**src/core/gpm_map.svh**
```systemverilog
// register map, field positions and reset values of the gpio port block
// assumes a 32-bit apb slave, one register per aligned word
`ifndef GPM_MAP_SVH
`define GPM_MAP_SVH
// pin multiplexer register indices, byte address is index * 4
`define GPM_IDX_EVOUT 10'h000
`define GPM_IDX_SERIAL 10'h001
`define GPM_IDX_TIMER 10'h002
// port register windows, as word indices
`define GPM_PORT_BASE 10'h020
`define GPM_PORT_SPAN 10'h040
`define GPM_ALIAS_BASE 10'h080
`define GPM_ALIAS_SPAN 10'h008
// pin multiplexer fields and writable masks
`define GPM_EVENT_OUT0_BIT 0
`define GPM_EVENT_OUT1_BIT 1
`define GPM_SERIAL_BIT 0
`define GPM_SPI_BIT 2
`define GPM_TIMER_BIT 0
`define GPM_EVOUT_MASK 8'h03
`define GPM_SERIAL_MASK 8'h05
`define GPM_TIMER_MASK 8'h01
// pin configuration fields
`define GPM_PULLUP_BIT 3
`define GPM_INVERT_BIT 7
// reset values
`define GPM_MUX_RESET 8'h00
`define GPM_PORT_RESET 8'h00
`endif

```
**src/core/gpm_pkg.sv**
```systemverilog
// types shared by the gpio port block
// assumes gpm_map.svh supplies the numeric constants
package gpm_pkg;
    typedef enum logic [2:0] {
        SENSE_OFF = 3'h0,
        SENSE_BOTH = 3'h1,
        SENSE_RISE = 3'h2,
        SENSE_FALL = 3'h3,
        SENSE_INPUT_OFF = 3'h4,
        SENSE_LOW = 3'h5
    } gpm_sense_type;

    typedef enum logic [3:0] {
        K_NONE = 4'h0,
        K_DIR = 4'h1,
        K_DIRSET = 4'h2,
        K_DIRCLR = 4'h3,
        K_DIRTGL = 4'h4,
        K_OUT = 4'h5,
        K_OUTSET = 4'h6,
        K_OUTCLR = 4'h7,
        K_OUTTGL = 4'h8,
        K_IN = 4'h9,
        K_FLAGS = 4'ha,
        K_PINCFG = 4'hb
    } gpm_kind_type;

    typedef struct packed {
        logic hit;
        logic is_mux;
        logic [1:0] mux_sel;
        logic port;
        gpm_kind_type kind;
        logic [2:0] pin;
    } gpm_dec_type;

    typedef struct packed {
        logic [7:0] drive;
        logic [7:0] oe;
        logic [7:0] pull;
    } gpm_pad_type;
endpackage

```
**src/core/gpm_top.sv**
```systemverilog
// two 8-pin gpio ports with pin multiplexer, apb register access
// assumes pads resolve drive/oe/pull, pins asynchronous to ref_clk
`timescale 1ns/1ps
`include "gpm_map.svh"

// Overview of operation
// - per-pin direction and output value bits
// - input value passes a clocked synchronizer
// - input-disabled pins stop their synchronizer
// - pin level readable in any direction
// - edge and low-level sensing raises flags
// - asynchronous pin sensing wakes without clock
// - set, clear, toggle registers change only ones
// - direction change leaves other pins untouched
// - per-pin inversion and pull-up enable
// - alias registers behave as regular ones
// - two independent port instances
// - debug has no effect, events reach router
// - event output enable bits one and zero
// - bit 2 moves spi to alternative pins
// - bit 0 moves serial to alternative pins
// - bit 0 moves timer wave 0 pin
// - split mode routes low compare channel 0
// - reset leaves pads tri-stated, inputs enabled
// - set, clear, toggle or input write on output
// - event equals level, zero when input disabled
module gpm_top
    import gpm_pkg::*;
(
    // clock and reset
    input wire logic ref_clk,
    input wire logic resetn,
    // apb slave
    input wire logic psel,
    input wire logic penable,
    input wire logic pwrite,
    input wire logic [11:0] paddr,
    input wire logic [31:0] pwdata,
    output logic [31:0] prdata,
    output logic pready,
    output logic pslverr,
    // pads, one group of eight per port
    input wire logic [1:0][7:0] pin_in,
    output gpm_pad_type [1:0] pad_ctrl,
    output logic wake_async,
    output logic [1:0] port_irq,
    // events
    output logic [1:0][7:0] pin_event,
    input wire logic [1:0] evout_src,
    output logic [1:0] evout_pin,
    output logic [1:0] evout_oe,
    // peripheral routing
    input wire logic timer_wave0,
    input wire logic timer_split,
    input wire logic timer_low_cmp0,
    output logic wave0_default_pin,
    output logic wave0_alt_pin,
    output logic spi_alt_route,
    output logic serial_alt_route
);

    function automatic gpm_dec_type dec_addr(input logic [9:0] idx);
        gpm_dec_type d;
        logic [9:0] off;
        d = '0;
        d.kind = K_NONE;
        off = idx - `GPM_PORT_BASE;
        if (idx <= `GPM_IDX_TIMER)
        begin
            d.hit = 1'b1;
            d.is_mux = 1'b1;
            d.mux_sel = idx[1:0];
        end
        else if (off < `GPM_PORT_SPAN)
        begin
            d.port = off[5];
            d.pin = off[2:0];
            if (off[4] && !off[3])
            begin
                d.hit = 1'b1;
                d.kind = K_PINCFG;
            end
            else if (!off[4] && off[3:0] <= 4'h9)
            begin
                d.hit = 1'b1;
                d.kind = gpm_kind_type'(off[3:0] + 4'h1);
            end
        end
        else if (idx - `GPM_ALIAS_BASE < `GPM_ALIAS_SPAN)
        begin
            off = idx - `GPM_ALIAS_BASE;
            d.hit = 1'b1;
            d.port = off[2];
            case (off[1:0])
                2'h0: d.kind = K_DIR;
                2'h1: d.kind = K_OUT;
                2'h2: d.kind = K_IN;
                default: d.kind = K_FLAGS;
            endcase
        end
        return d;
    endfunction

    // port state, one set per instance
    logic [7:0] dir_reg [2], dir_next [2];
    logic [7:0] out_reg [2], out_next [2];
    logic [7:0] flags_reg [2], flags_next [2];
    logic [7:0] sync1_reg [2], sync1_next [2];
    logic [7:0] sync2_reg [2], sync2_next [2];
    logic [7:0] prev_reg [2], prev_next [2];
    logic [7:0] cfg_reg [2][8], cfg_next [2][8];
    logic [7:0] evout_reg, evout_next;
    logic [7:0] serial_reg, serial_next;
    logic [7:0] timer_reg, timer_next;
    // per-pin derived levels
    logic [7:0] en [2], inv [2], lv [2], sense [2], wake_pin [2];
    // registered outputs
    logic [31:0] prdata_next;
    logic pready_next, pslverr_next;
    gpm_pad_type [1:0] pad_next;
    logic [1:0][7:0] event_next;
    logic [1:0] irq_next, evpin_next, evoe_next;
    logic w0d_next, w0a_next, spi_next, ser_next, w0_src;
    gpm_dec_type dec;
    logic wr;
    logic [7:0] wd;

    assign dec = dec_addr(paddr[11:2]);
    assign wr = psel && penable && pready && pwrite;
    assign wd = pwdata[7:0];

    // pin sensing; debug state has no input here, so nothing changes
    always_comb
    begin
        for (int p = 0; p < 2; p++)
        begin
            for (int n = 0; n < 8; n++)
            begin
                gpm_sense_type mode;
                logic lvl, now;
                mode = gpm_sense_type'(cfg_reg[p][n][2:0]);
                en[p][n] = mode != SENSE_INPUT_OFF;
                inv[p][n] = cfg_reg[p][n][`GPM_INVERT_BIT];
                lvl = sync2_reg[p][n] ^ inv[p][n];
                lv[p][n] = lvl;
                case (mode)
                    SENSE_BOTH: sense[p][n] = lvl != prev_reg[p][n];
                    SENSE_RISE: sense[p][n] = lvl && !prev_reg[p][n];
                    SENSE_FALL: sense[p][n] = !lvl && prev_reg[p][n];
                    SENSE_LOW: sense[p][n] = !lvl;
                    default: sense[p][n] = 1'b0;
                endcase
                // raw pin compare, works with the clock stopped
                now = pin_in[p][n] ^ inv[p][n];
                case (mode)
                    SENSE_BOTH: wake_pin[p][n] = now != lvl;
                    SENSE_RISE: wake_pin[p][n] = now && !lvl;
                    SENSE_FALL: wake_pin[p][n] = !now && lvl;
                    SENSE_LOW: wake_pin[p][n] = !now;
                    default: wake_pin[p][n] = 1'b0;
                endcase
            end
        end
    end

    // unclocked path on purpose: a stopped clock must still wake
    assign wake_async = |{wake_pin[0], wake_pin[1]};

    always_comb
    begin
        evout_next = evout_reg;
        serial_next = serial_reg;
        timer_next = timer_reg;
        if (wr && dec.is_mux)
        begin
            case (dec.mux_sel)
                2'h0: evout_next = wd & `GPM_EVOUT_MASK;
                2'h1: serial_next = wd & `GPM_SERIAL_MASK;
                2'h2: timer_next = wd & `GPM_TIMER_MASK;
                default: ;
            endcase
        end
        for (int p = 0; p < 2; p++)
        begin
            logic sel;
            sel = wr && dec.hit && !dec.is_mux && (dec.port == p[0]);
            dir_next[p] = dir_reg[p];
            out_next[p] = out_reg[p];
            cfg_next[p] = cfg_reg[p];
            // a gated synchronizer holds instead of toggling
            sync1_next[p] = (pin_in[p] & en[p]) | (sync1_reg[p] & ~en[p]);
            sync2_next[p] = (sync1_reg[p] & en[p]) | (sync2_reg[p] & ~en[p]);
            prev_next[p] = lv[p];
            // a new event beats a clear in the same cycle
            flags_next[p] = flags_reg[p] | (sense[p] & en[p]);
            if (sel)
            begin
                case (dec.kind)
                    K_DIR: dir_next[p] = wd;
                    K_DIRSET: dir_next[p] = dir_reg[p] | wd;
                    K_DIRCLR: dir_next[p] = dir_reg[p] & ~wd;
                    K_DIRTGL: dir_next[p] = dir_reg[p] ^ wd;
                    K_OUT: out_next[p] = wd;
                    K_OUTSET: out_next[p] = out_reg[p] | wd;
                    K_OUTCLR: out_next[p] = out_reg[p] & ~wd;
                    K_OUTTGL, K_IN: out_next[p] = out_reg[p] ^ wd;
                    K_FLAGS: flags_next[p] = (flags_reg[p] & ~wd)
                        | (sense[p] & en[p]);
                    K_PINCFG: cfg_next[p][dec.pin] = wd;
                    default: ;
                endcase
            end
        end
    end

    always_comb
    begin
        prdata_next = 32'h0000_0000;
        pready_next = psel && !penable;
        pslverr_next = psel && !penable && !dec.hit;
        if (dec.is_mux)
        begin
            case (dec.mux_sel)
                2'h0: prdata_next[7:0] = evout_reg;
                2'h1: prdata_next[7:0] = serial_reg;
                2'h2: prdata_next[7:0] = timer_reg;
                default: ;
            endcase
        end
        else
        begin
            case (dec.kind)
                K_DIR, K_DIRSET, K_DIRCLR, K_DIRTGL:
                    prdata_next[7:0] = dir_reg[dec.port];
                K_OUT, K_OUTSET, K_OUTCLR, K_OUTTGL:
                    prdata_next[7:0] = out_reg[dec.port];
                // level read regardless of direction
                K_IN: prdata_next[7:0] = lv[dec.port] & en[dec.port];
                K_FLAGS: prdata_next[7:0] = flags_reg[dec.port];
                K_PINCFG: prdata_next[7:0] = cfg_reg[dec.port][dec.pin];
                default: ;
            endcase
        end
        for (int p = 0; p < 2; p++)
        begin
            for (int n = 0; n < 8; n++)
            begin
                pad_next[p].pull[n] = cfg_reg[p][n][`GPM_PULLUP_BIT];
            end
            pad_next[p].drive = out_reg[p] ^ inv[p];
            pad_next[p].oe = dir_reg[p];
            event_next[p] = lv[p] & en[p];
            irq_next[p] = |flags_reg[p];
        end
        evoe_next = evout_reg[1:0];
        evpin_next = evout_src & evout_reg[1:0];
        // split mode swaps in the low-byte compare 0 waveform
        w0_src = timer_split ? timer_low_cmp0 : timer_wave0;
        w0a_next = timer_reg[`GPM_TIMER_BIT] && w0_src;
        w0d_next = !timer_reg[`GPM_TIMER_BIT] && w0_src;
        spi_next = serial_reg[`GPM_SPI_BIT];
        ser_next = serial_reg[`GPM_SERIAL_BIT];
    end

    always_ff @(posedge ref_clk or negedge resetn)
    begin
        if (!resetn)
        begin
            for (int p = 0; p < 2; p++)
            begin
                dir_reg[p] <= `GPM_PORT_RESET;
                out_reg[p] <= `GPM_PORT_RESET;
                flags_reg[p] <= `GPM_PORT_RESET;
                sync1_reg[p] <= `GPM_PORT_RESET;
                sync2_reg[p] <= `GPM_PORT_RESET;
                prev_reg[p] <= `GPM_PORT_RESET;
                for (int n = 0; n < 8; n++)
                begin
                    cfg_reg[p][n] <= `GPM_PORT_RESET;
                end
            end
            evout_reg <= `GPM_MUX_RESET;
            serial_reg <= `GPM_MUX_RESET;
            timer_reg <= `GPM_MUX_RESET;
            prdata <= 32'h0000_0000;
            pready <= 1'b0;
            pslverr <= 1'b0;
            pad_ctrl <= '0;
            pin_event <= '0;
            port_irq <= 2'h0;
            evout_pin <= 2'h0;
            evout_oe <= 2'h0;
            wave0_default_pin <= 1'b0;
            wave0_alt_pin <= 1'b0;
            spi_alt_route <= 1'b0;
            serial_alt_route <= 1'b0;
        end
        else
        begin
            dir_reg <= dir_next;
            out_reg <= out_next;
            flags_reg <= flags_next;
            sync1_reg <= sync1_next;
            sync2_reg <= sync2_next;
            prev_reg <= prev_next;
            cfg_reg <= cfg_next;
            evout_reg <= evout_next;
            serial_reg <= serial_next;
            timer_reg <= timer_next;
            prdata <= prdata_next;
            pready <= pready_next;
            pslverr <= pslverr_next;
            pad_ctrl <= pad_next;
            pin_event <= event_next;
            port_irq <= irq_next;
            evout_pin <= evpin_next;
            evout_oe <= evoe_next;
            wave0_default_pin <= w0d_next;
            wave0_alt_pin <= w0a_next;
            spi_alt_route <= spi_next;
            serial_alt_route <= ser_next;
        end
    end
endmodule // gpm_top

```
**config.mk**
```make
export PLATFORM = sky130hd
export DESIGN_NAME = gpm_top
export DESIGN_NICKNAME = d
export VERILOG_FILES = /design/src/core/gpm_pkg.sv /design/src/core/gpm_top.sv
export VERILOG_INCLUDE_DIRS = /design/src /design/src/core
export SDC_FILE = /design/constraint.sdc
export NUM_CORES = 1
export LEC_CHECK = 0
export BUFFER_PORTS_ARGS = -buffer_cell sky130_fd_sc_hd__buf_2
export CORE_MARGIN = 2
export CORE_UTILIZATION = 47
export CTS_CLUSTER_DIAMETER = 120
export DETAILED_ROUTE_END_ITERATION = 8
export PLACE_DENSITY = 0.65
export SETUP_SLACK_MARGIN = 0.4
export SYNTH_ARGS = -nofsm -noshare
export SYNTH_HDL_FRONTEND = slang
export SYNTH_SLANG_ARGS = --single-unit
```
**constraint.sdc**
```tcl
create_clock -name ref_clk -period 4.32 [get_ports ref_clk]
set_input_delay 0.864 -clock ref_clk [delete_from_list [all_inputs] [get_ports ref_clk]]
set_output_delay 0.864 -clock ref_clk [all_outputs]
set_load 0.05 [all_outputs]
```
**Word level (Yosys, flattened, before mapping)**

Cells that the tools add are included.

- $add $sub $neg: 3
- $lt $le $gt $ge: 7
- Equality and inequality tests: 127
- Mux-type cells: 82
- Bitwise operators: 76
- Reduce and logical (&&, ||, !) cells: 152

Operators with widths:

| kind | count |
|---|---|
| two-way mux 64 bit | 3 |
| two-way mux 8 bit | 24 |
| AND 8 bit | 19 |
| bitwise mux 64 bit | 2 |
| case mux 1 bit (4 select lines) | 32 |
| case mux 8 bit (4 select lines) | 4 |
| equality test 3 x 2 -> 1 bit (second input constant) | 32 |
| OR 8 bit | 12 |
| logical AND 1 bit | 79 |
| logical NOT 1 bit | 54 |
| equality test 3 x 1 -> 1 bit (second input constant) | 16 |
| equality test 3 bit (second input constant) | 16 |
| != test 3 bit (second input constant) | 16 |
| bitwise XOR 8 bit | 6 |
| case mux 8 bit (5 select lines) | 1 |
| != test 1 bit | 32 |
| bitwise XOR 1 bit | 32 |
| binary-select mux 8 bit (select 3 bit) | 1 |
| demux 8 bit (select 3 bit) | 1 |
| NOT 8 bit | 3 |
| AND reduction 2 bit | 9 |
| equality test 4 x 3 -> 1 bit (second input constant) | 4 |
| equality test 4 bit (second input constant) | 4 |
| OR reduction 16 bit | 1 |
| other kinds (29) | 44 |

- Bits in registers: 313
- Input bits: 70
- Output and inout bits: 109
- Logic and storage cells: 496

**Longest topological paths before layout**

Gate-level depths: netlist of the first run.

- Word-level depth: 16
- Depth in mapped cells: 15
- Gate-level depth less buffers: 10

**Least setup slack after synthesis of the first run**

Ideal clock, no wire load.

- Kind: input -> register
- Start point: input paddr[7]
- End point: register cfg_reg[40] (netlist bit)
- Library setup time: 125 ps
- Arrival: 4,242 ps
- Required time: 4,195 ps
- Path slack: -47 ps
- Stages on the path: 14
- Path buffers: 5
- Cell sequence: buf_2 clkinv_1 clkbuf_1 clkbuf_1 ha_1 nor4b_4 a41o_2 nand2_4 or4_1 buf_2 or3_1 buf_2 nor4_4 mux2_2

- Word-level cells in the longest chain between the ends: 10
- Elaborated cells on any way between the ends: 26
- Those cells by class: add/sub: 2; order compare: 5; eq/ne: 1; mux: 11; bitwise: 1; reduce/logical: 6

RTL lines:

| element | RTL line | source |
|---|---|---|
| from (decl) | gpm_top.sv:37 | `input wire logic [11:0] paddr,` |
| subtractor 10 x 6 -> 10 bit (no line) | n/a |  |
| < comparator 10 x 7 -> 1 bit (no line) | n/a |  |
| two-way mux 3 bit | gpm_top.sv:74 | `` else if (off < `GPM_PORT_SPAN) `` |
| two-way mux 8 bit | gpm_top.sv:68 | `` if (idx <= `GPM_IDX_TIMER) `` |
| NOT 3 -> 4 bit (implied by the code) | gpm_top.sv:209 | `K_PINCFG: cfg_next[p][dec.pin] = wd;` |
| greater-or-equal comparator 4 bit (implied by the code) / < comparator 4 x 1 -> 1 bit (equally long branches) | gpm_top.sv:209 |  |
| logical AND 1 bit (implied by the code) | gpm_top.sv:209 |  |
| two-way mux 8 bit (implied by the code) | gpm_top.sv:209 |  |
| demux 8 bit (select 3 bit) | gpm_top.sv:209 |  |
| bitwise mux 64 bit | gpm_top.sv:209 |  |
| to (signal, indexed assignment) | gpm_top.sv:279 | `` cfg_reg[p][n] <= `GPM_PORT_RESET; `` |
| to (signal assigned) | gpm_top.sv:306 | `cfg_reg <= cfg_next;` |
| to (decl) | gpm_top.sv:111 | `logic [7:0] cfg_reg [2][8], cfg_next [2][8];` |

Several ways; a longest one is shown, not always the timed one.
A chain may end at the register's enable or synchronous reset.

**Worst setup path after layout of the first run**

- Start point: register cfg_reg[127] (netlist bit)
- End point: output wake_async

- Word-level cells in the longest chain between the ends: 5
- Elaborated cells on any way between the ends: 9
- Those cells by class: eq/ne: 1; mux: 1; bitwise: 2; reduce/logical: 5

RTL lines:

| element | RTL line | source |
|---|---|---|
| bitwise XOR 1 bit, on equally long branches | gpm_top.sv:154, gpm_top.sv:144 |  |
| logical NOT 1 bit, on equally long branches | gpm_top.sv:158, gpm_top.sv:159, gpm_top.sv:157 |  |
| logical AND 1 bit, on equally long branches | gpm_top.sv:158, gpm_top.sv:157 |  |
| case mux 1 bit (4 select lines) (*) | gpm_top.sv:155 | `case (mode)` |
| OR reduction 16 bit (*) | gpm_top.sv:167 | `assign wake_async = \|{wake_pin[0], wake_pin[1]};` |
| to (decl) | gpm_top.sv:45 | `output logic wake_async,` |

Every way passes the cells marked *; elsewhere a longest branch is shown, timed or not.

==> impl_results.md, run 1 <==
* Origin of the worst setup path: cfg_reg[127]
* Netlist Area Pre-Place at around 18000 sq um
* Worst Path Buf+Inv at 3
* Initial DRC count at about 1100
* Rows at 71
* Area grow syn2layout at 16.9%
* Synth top area cells: dfrtp_1, mux2_2, ha_1
* WS Path Type: reg2out
* First-pass GRT wire length at 85.1 mm
* DRC at 0
* Via density at ~6.0
* GRT overflow at 0
* GRT Total Usage at roughly 29%
* Sw frac at between 20% and 30%
* Worst path max stage delay at approximately 0.43 ns
* Worst IR Drop VDD at around 220 uV
* Core footprint at between 30000 and 40000 sq um
* Cell count along the critical path at 10
* Wire length per cell at roughly 24 microns
* Switching pwr at approximately 0.0018 W
* Die boundary width at 199 microns
* DP HPWL at about 41 mm
* Fmax at 0.254 GHz
* Pin count of the biggest net entering global routing at 79
* R2r worst-path depth at 6
* Final ANT Viol Nets at 0
* Final setup vio count at 0
* Post-DP Area at about 20000 sq um
* Core Util, Final at between 50% and 60%
* Clock Skews at around 0.022 ns
* Mean Syn Cell Area at roughly 11 sq um
* EDFF count, synth at 0
* WL final at between 50 and 60 mm
* Gpl congestion at 0.955
* Clock power frac at roughly 48%
* I/O Buffers at between 100 and 150
* First-pass DRT Iterations at 5
* Post-route cell area at 21000 sq um
* CTS sink cnt at roughly 310
* Top_reg_cell synth: dfrtp_1
* Seq pwr share at between 40% and 50%
* Slew headroom at between 10 and 15%
* Register area share after synthesis at 43.6%
* Comb power frac at about a tenth
* Fin. max-slew vios at 0
* Synth cell types at between 70 and 80
* Min Tclk post-route at between 3 and 4 ns
* Top Ports at between 150 and 200
* Period utilization at ~91%
* Die Span Y at 199 microns
* Number of global-route vias before repair at 13848
* CP max FO at 3
* Die Area at between 30000 and 40000 sq um
* Hold WC Path Type: in2async
* CTS Buffer Depth at 3
* Family with the most delay on the worst path: simple AND/OR/NAND/NOR gates
* Worst EP required at about 3.5 ns
* Power Density at 330 nW/um^2
* Clock slew at reported path FFs at about 0.06 ns
* Worst r2r src: pready
* #FFs+latches synth at 313
* Skew-Pair Late Insertion Delay at ~0.56 ns
* Total of max-cap violations at 0
* Overall via count from detail_route at between 10000 and 15000
* Pleak at just over 10 nW
* Final nets at slightly above 2000
* Setup_tns at 0 ns
* Final Hold Viols at 0
* Yosys top cell area share at between 40% and 50%
* Cells after Synth at approximately 1600
* Ys async rst share at 100%
* Yosys top cell by area: dfrtp_1
* Worst-Margin Slew at between 1 and 1.5 ns
* Clock root buffer: clkbuf_16
* CTS Hold Buffers Added at 0
* RSZ-0062 raised after global routing: yes
* Crit path cell chain: buf_4 > xor2_1 > inv_1 > ha_1 > nor4b_1 > nor4_2 > nand4_1 > nor4_2 > nand4_1 > buf_6
* Ys Warns at 0
* TritonCTS Buffers at 37
* Crit. End Element: output pin
* WP data arrival at 3.07 ns
* TritonCTS clock tree: done
* Critical path's slowest cell: dfrtp_2
* CP startpoint kind: flip-flop
* Antenna violations before repair at 0
* CTS HTree Levels at 2
* Layout cells sized above 1 at about 29%
* Internal Power at around 0.0052 W
* Initial Utilization at between 40% and 50%
* Status: finished clean
## cell usage in the layout, fill, tap and decap left out, types with 10 or more instances in the layout
cell type / count
a22oi_1: 24
buf_2: 126
conb_1: 24
o211ai_1: 20
nand3b_1: 10
buf_4: 76
clkbuf_16: 38
ha_1: 133
xor2_1: 35
nand3_1: 27
mux2i_1: 71
nor3b_1: 23
nor2b_1: 14
clkbuf_8: 10
nand2_1: 91
o21ai_0: 47
o22ai_1: 25
o221ai_1: 27
dfrtp_1: 307
mux2_2: 196
nor2_1: 57
a21oi_1: 56
a211oi_1: 21
inv_1: 121
nor3_1: 24
## synth_stat cells (all sizes together) (4+ instances only)
master	n
a2111oi	4
a211o	6
a211oi	21
a21o	6
a21oi	57
a221o	4
a22oi	25
a31oi	4
a32oi	4
and2	8
and3	8
buf	47
clkbuf	63
clkinv	5
dfrtp	313
ha	135
inv	121
mux2	205
mux2i	72
mux4	4
nand2	92
nand2b	8
nand3	27
nand3b	10
nand4	9
nor2	65
nor2b	14
nor3	31
nor3b	23
nor4	14
nor4b	6
o2111ai	4
o211ai	20
o21ai	51
o221ai	27
o22ai	26
o41ai	8
or3	5
xnor2	10
xor2	42
## power groups by stage
stage	registers (W)	logic (W)	clock network, W
after floorplan	0.00307	0.000352	0
after global routing	0.00299	0.000699	0.00347
final	0.00298	0.000646	0.00330
after global placement	0.00303	0.000617	0
after CTS	0.00298	0.000640	0.00335
after detailed placement	0.00303	0.000630	0
## metal layers
metal,global-route usage (%),vias up,part of all wire [%]
met4,12.2,0,4.3
met5,0,-,0
met1,38.3,7046,42
met3,5.76,145,7.6
met2,45.9,572,46
li1,-,6203,-
## cell families (layout without fill, tap and decap cells)
group	after synthesis	count (layout)	synth area share (%)
DFF	313	313	43.6
muxes	281	281	17.4
other	1	25	0.0209
and+or+nand+nor	325	325	9.73
AOI/OAI and AO/OA	303	303	11.7
adders and majority gates	135	135	9.41
buffers and inverters	236	401	5.62
xor gates and xnor gates	52	52	2.54
## worst paths after layout
| kind | endpoint | slack [ns] |
|---|---|---|
| setup / recovery | wake_async | 0.38 |
| hold / removal | pad_ctrl[15] | 0.26 |
| setup reg to reg | cfg_reg[76] | 1.78 |
| hold reg to reg | pad_ctrl[2] | 0.39 |
| max in group asynchronous | cfg_reg[69] | 2.97 |
| min in group ref_clk | pad_ctrl[2] | 0.39 |
## area by class of cell
cell class | count | area (sq um)
Antenna cell | 1 | 2.50
Clock buffer | 53 | 1110
Clock inverter | 12 | 186
Fill cell | 3324 | 16700
Inverter | 126 | 485
Multi-Input combinational cell | 1120 | 9390
Sequential cell | 313 | 7840
Tap cell | 511 | 639
Timing Repair Buffer | 210 | 1340
## stage by stage
stage | worst slack, ns | hold slack [ns] | total power, W | cells
final | 0.384 | 0.264 | 0.00693 | 2346
after global routing | 0.244 | 0.304 | 0.00716 | 2345
after CTS | 0.233 | 0.295 | 0.00698 | 2345
after detailed placement | 0.0547 | 0.380 | 0.00366 | 2276
after global placement | 0.124 | 0.386 | 0.00365 | 2276
after floorplan | 0.274 | 0.363 | 0.00342 | 1669
## what timing repair did
item                                    in CTS  in global routing
gates resized for setup                     17                 11
setup buffers                                4                  0
endpoints found under the setup margin       1                  1
pin swaps                                    7                  4
cloned                                       0                  0
(Power assumes the default switching activity.)
==> inputs of run 2 (changes only) <==
- BUFFER_PORTS_ARGS: -buffer_cell sky130_fd_sc_hd__buf_2 -> -buffer_cell sky130_fd_sc_hd__buf_4
- SETUP_SLACK_MARGIN: 0.4 -> 0.1
==> run 2 against run 1 <==
Effect of this change: final cell count decreased by 0.21%; first-iteration DRC count increased by 3.9%; critical endpoint unchanged; setup slack got worse by 0.13 ns; clock skew decreased by 0.0018 ns.
==> impl_results.md, run 2 (synthesized netlist as in run 1, its figures left out) <==
* CTS sink cnt at 313 (unchanged)
* RSZ-0062 raised after global routing: no (was yes)
* Die boundary width at 199 microns (unchanged)
* Clock slew at reported path FFs at 0.06 ns (about the same)
* Fmax at 0.246 GHz (was 0.254 GHz)
* Fin. max-slew vios at 0 (unchanged)
* Period utilization at 94.0% (was 91.1%)
* GRT Total Usage at 28.1% (was 28.8%)
* Post-DP Area at 19800 sq um (was 19500 sq um)
* CTS Hold Buffers Added at 0 (unchanged)
* I/O Buffers at 128 (unchanged)
* Final nets at 2007 (was 2013)
* Crit path cell chain: buf_4 > xnor2_2 > inv_1 > ha_1 > mux2i_1 > o32a_1 > o21ai_0 > nor4_2 > nand3_1 > nor4_2 > nand4_1 > buf_4 (was buf_4 > xor2_1 > inv_1 > ha_1 > nor4b_1 > nor4_2 > nand4_1 > nor4_2 > nand4_1 > buf_6)
* Worst EP required at 3.46 ns (about the same)
* Die Span Y at 199 microns (unchanged)
* CTS Buffer Depth at 3 (unchanged)
* # fillers at 3289 (was 3324)
* Critical path's slowest cell: dfrtp_1 (was dfrtp_2)
* Setup Buffers After CTS at 0 (was 4)
* R2r worst-path depth at 8 (was 6)
* CP startpoint kind: flip-flop (unchanged)
* Most frequent cells in the layout: dfrtp_1, buf_4, mux2_2, ha_1, inv_1 (was dfrtp_1, mux2_2, ha_1, buf_2, inv_1)
* Via density at 5.89 (was 5.95)
* Post-CTS sizing at 4 (was 17)
* Pin count of the biggest net entering global routing at 107 (was 79)
* Rows at 71 (unchanged)
* Initial Utilization at 47.7% (unchanged)
* N_diodes at 0 (was 1)
* Initial DRC count at 1104 (was 1063)
* WL final at 55.2 mm (was 56.5 mm)
* Worst setup path endpoint: wake_async (unchanged)
* Clock Skews at 0.0199 ns (was 0.0216 ns)
* Worst r2r src: cfg_reg[87] (was pready)
* Cell count along the critical path at 12 (was 10)
* Post-route cell area at 21200 sq um (was 21000 sq um)
* Origin of the worst setup path: cfg_reg[71] (was cfg_reg[127])
* Worst IR Drop VDD at 240 uV (was 221 uV)
* Final Hold Viols at 0 (unchanged)
* Total of max-cap violations at 0 (unchanged)
* Min Tclk post-route at 4.06 ns (was 3.94 ns)
* GRT overflow at 0 (unchanged)
* Overall via count from detail_route at 13789 (was 13966)
* Worst Path Buf+Inv at 3 (unchanged)
* Skew-Pair Late Insertion Delay at 0.55 ns (was 0.56 ns)
* Antenna violations before repair at 1 (was 0)
* WS Path Type: reg2out (unchanged)
* First-pass GRT wire length at 83.2 mm (was 85.1 mm)
* TritonCTS clock tree: done (unchanged)
* Slew headroom at 16.3% (was 14.2%)
* DRC at 0 (unchanged)
* Pleak at 10.4 nW (was 10.3 nW)
* First-pass DRT Iterations at 5 (unchanged)
* Top Ports at 179 (unchanged)
* Layout cells sized above 1 at 27.8% (was 28.8%)
* Status: finished clean (unchanged)
* Final setup vio count at 0 (unchanged)
* WP data arrival at 3.20 ns (was 3.07 ns)
* Worst path max stage delay at 0.41 ns (was 0.43 ns)
* Setup_tns at 0 ns (unchanged)
* Commonest non-fill, non-tap cell in the layout: dfrtp_1 (unchanged)
* Area grow syn2layout at 18.4% (was 16.9%)
* Core footprint at 37700 sq um (unchanged)
* Final ANT Viol Nets at 0 (unchanged)
* Hold WC Path Type: in2async (unchanged)
* DP HPWL at 40.1 mm (was 40.7 mm)
* Clock root buffer: clkbuf_16 (unchanged)
* Reg-to-reg slack, setup at 1.86 ns (was 1.78 ns)
* TritonCTS Buffers at 37 (unchanged)
* Worst r2r dst: prdata[5] (was cfg_reg[76])
* Gpl congestion at 0.950 (was 0.955)
* Number of global-route vias before repair at 13528 (was 13848)
* Worst-Margin Slew at 1.25 ns (was 1.28 ns)
* Wire length per cell at 23.6 microns (was 24.1 microns)
* CP max FO at 4 (was 3)
* Power Density at 337 nW/um^2 (was 330 nW/um^2)
* Crit. End Element: output pin (unchanged)
* CTS HTree Levels at 2 (unchanged)
* Die Area at 39800 sq um (unchanged)
* Family with the most delay on the worst path: simple AND/OR/NAND/NOR gates (unchanged)
-- run 2: changes by cell type in the layout (fill, tap and decap cells not counted), moves of 2 or more --
| cell | before | now |
|---|---|---|
| buf_2 | 126 | 0 |
| buf_4 | 76 | 197 |
| buf_6 | 2 | 0 |
| bufinv_16 | 4 | 9 |
| clkbuf_8 | 10 | 2 |
| clkinv_4 | 0 | 2 |
| clkinv_8 | 2 | 0 |
| clkinvlp_4 | 2 | 4 |
| dfrtp_1 | 307 | 312 |
| dfrtp_2 | 6 | 1 |
| xor2_1 | 35 | 40 |
| xor2_2 | 6 | 2 |
-- run 2: layout make-up --
type	count	area [sq um]	area share [%]
timing repair buffer	204	1610	7.60
clock inverter	21	360	1.70
multi-input combinational	1120	9300	43.8
clock buffer	46	1020	4.81
inverter	126	478	2.25
sequential	313	7830	36.9
tap	511	639	3.01
-- run 2: worst min path at each step --
stage | to
after floorplan | pad_ctrl[2]
final | out_reg[7]
after global placement | pad_ctrl[2]
after global routing | pad_ctrl[2]
after CTS | pad_ctrl[2]
after detailed placement | pad_ctrl[2]
-- run 2: layer usage --
layer,track usage (%),up-vias,wire (microns),part of all wire [%]
li1,-,6191,-,-
met1,38.6,6915,23700,43
met2,44.8,563,25600,46
met3,4.39,120,3810,6.9
met4,11.1,0,2120,3.8
met5,0,-,0,0
-- run 2: power breakdown --
group	leakage (nW)	total [W]	internal, W	switching (W)
clock	0.665	0.00352	0.00224	0.00129
combinational	5.55	0.000651	0.000193	0.000458
sequential	4.14	0.00298	0.00297	0.0000169
total	10.4	0.00715	0.00539	0.00176
-- run 2: through the flow --
stage / hold slack (ns) / cells / worst slack, ns / total power, W / util, %
6_report: 0.362 / 2341 / 0.258 / 0.00715 / 56.4
5_1_grt: 0.417 / 2341 / 0.106 / 0.00740 / 56.4
4_1_cts: 0.394 / 2341 / 0.114 / 0.00721 / 56.3
3_5_place_dp: 0.381 / 2274 / 0.222 / 0.00368 / 52.6
3_3_place_gp: 0.382 / 2274 / 0.271 / 0.00366 / 52.6
2_1_floorplan: 0.363 / 1669 / 0.116 / 0.00342 / -
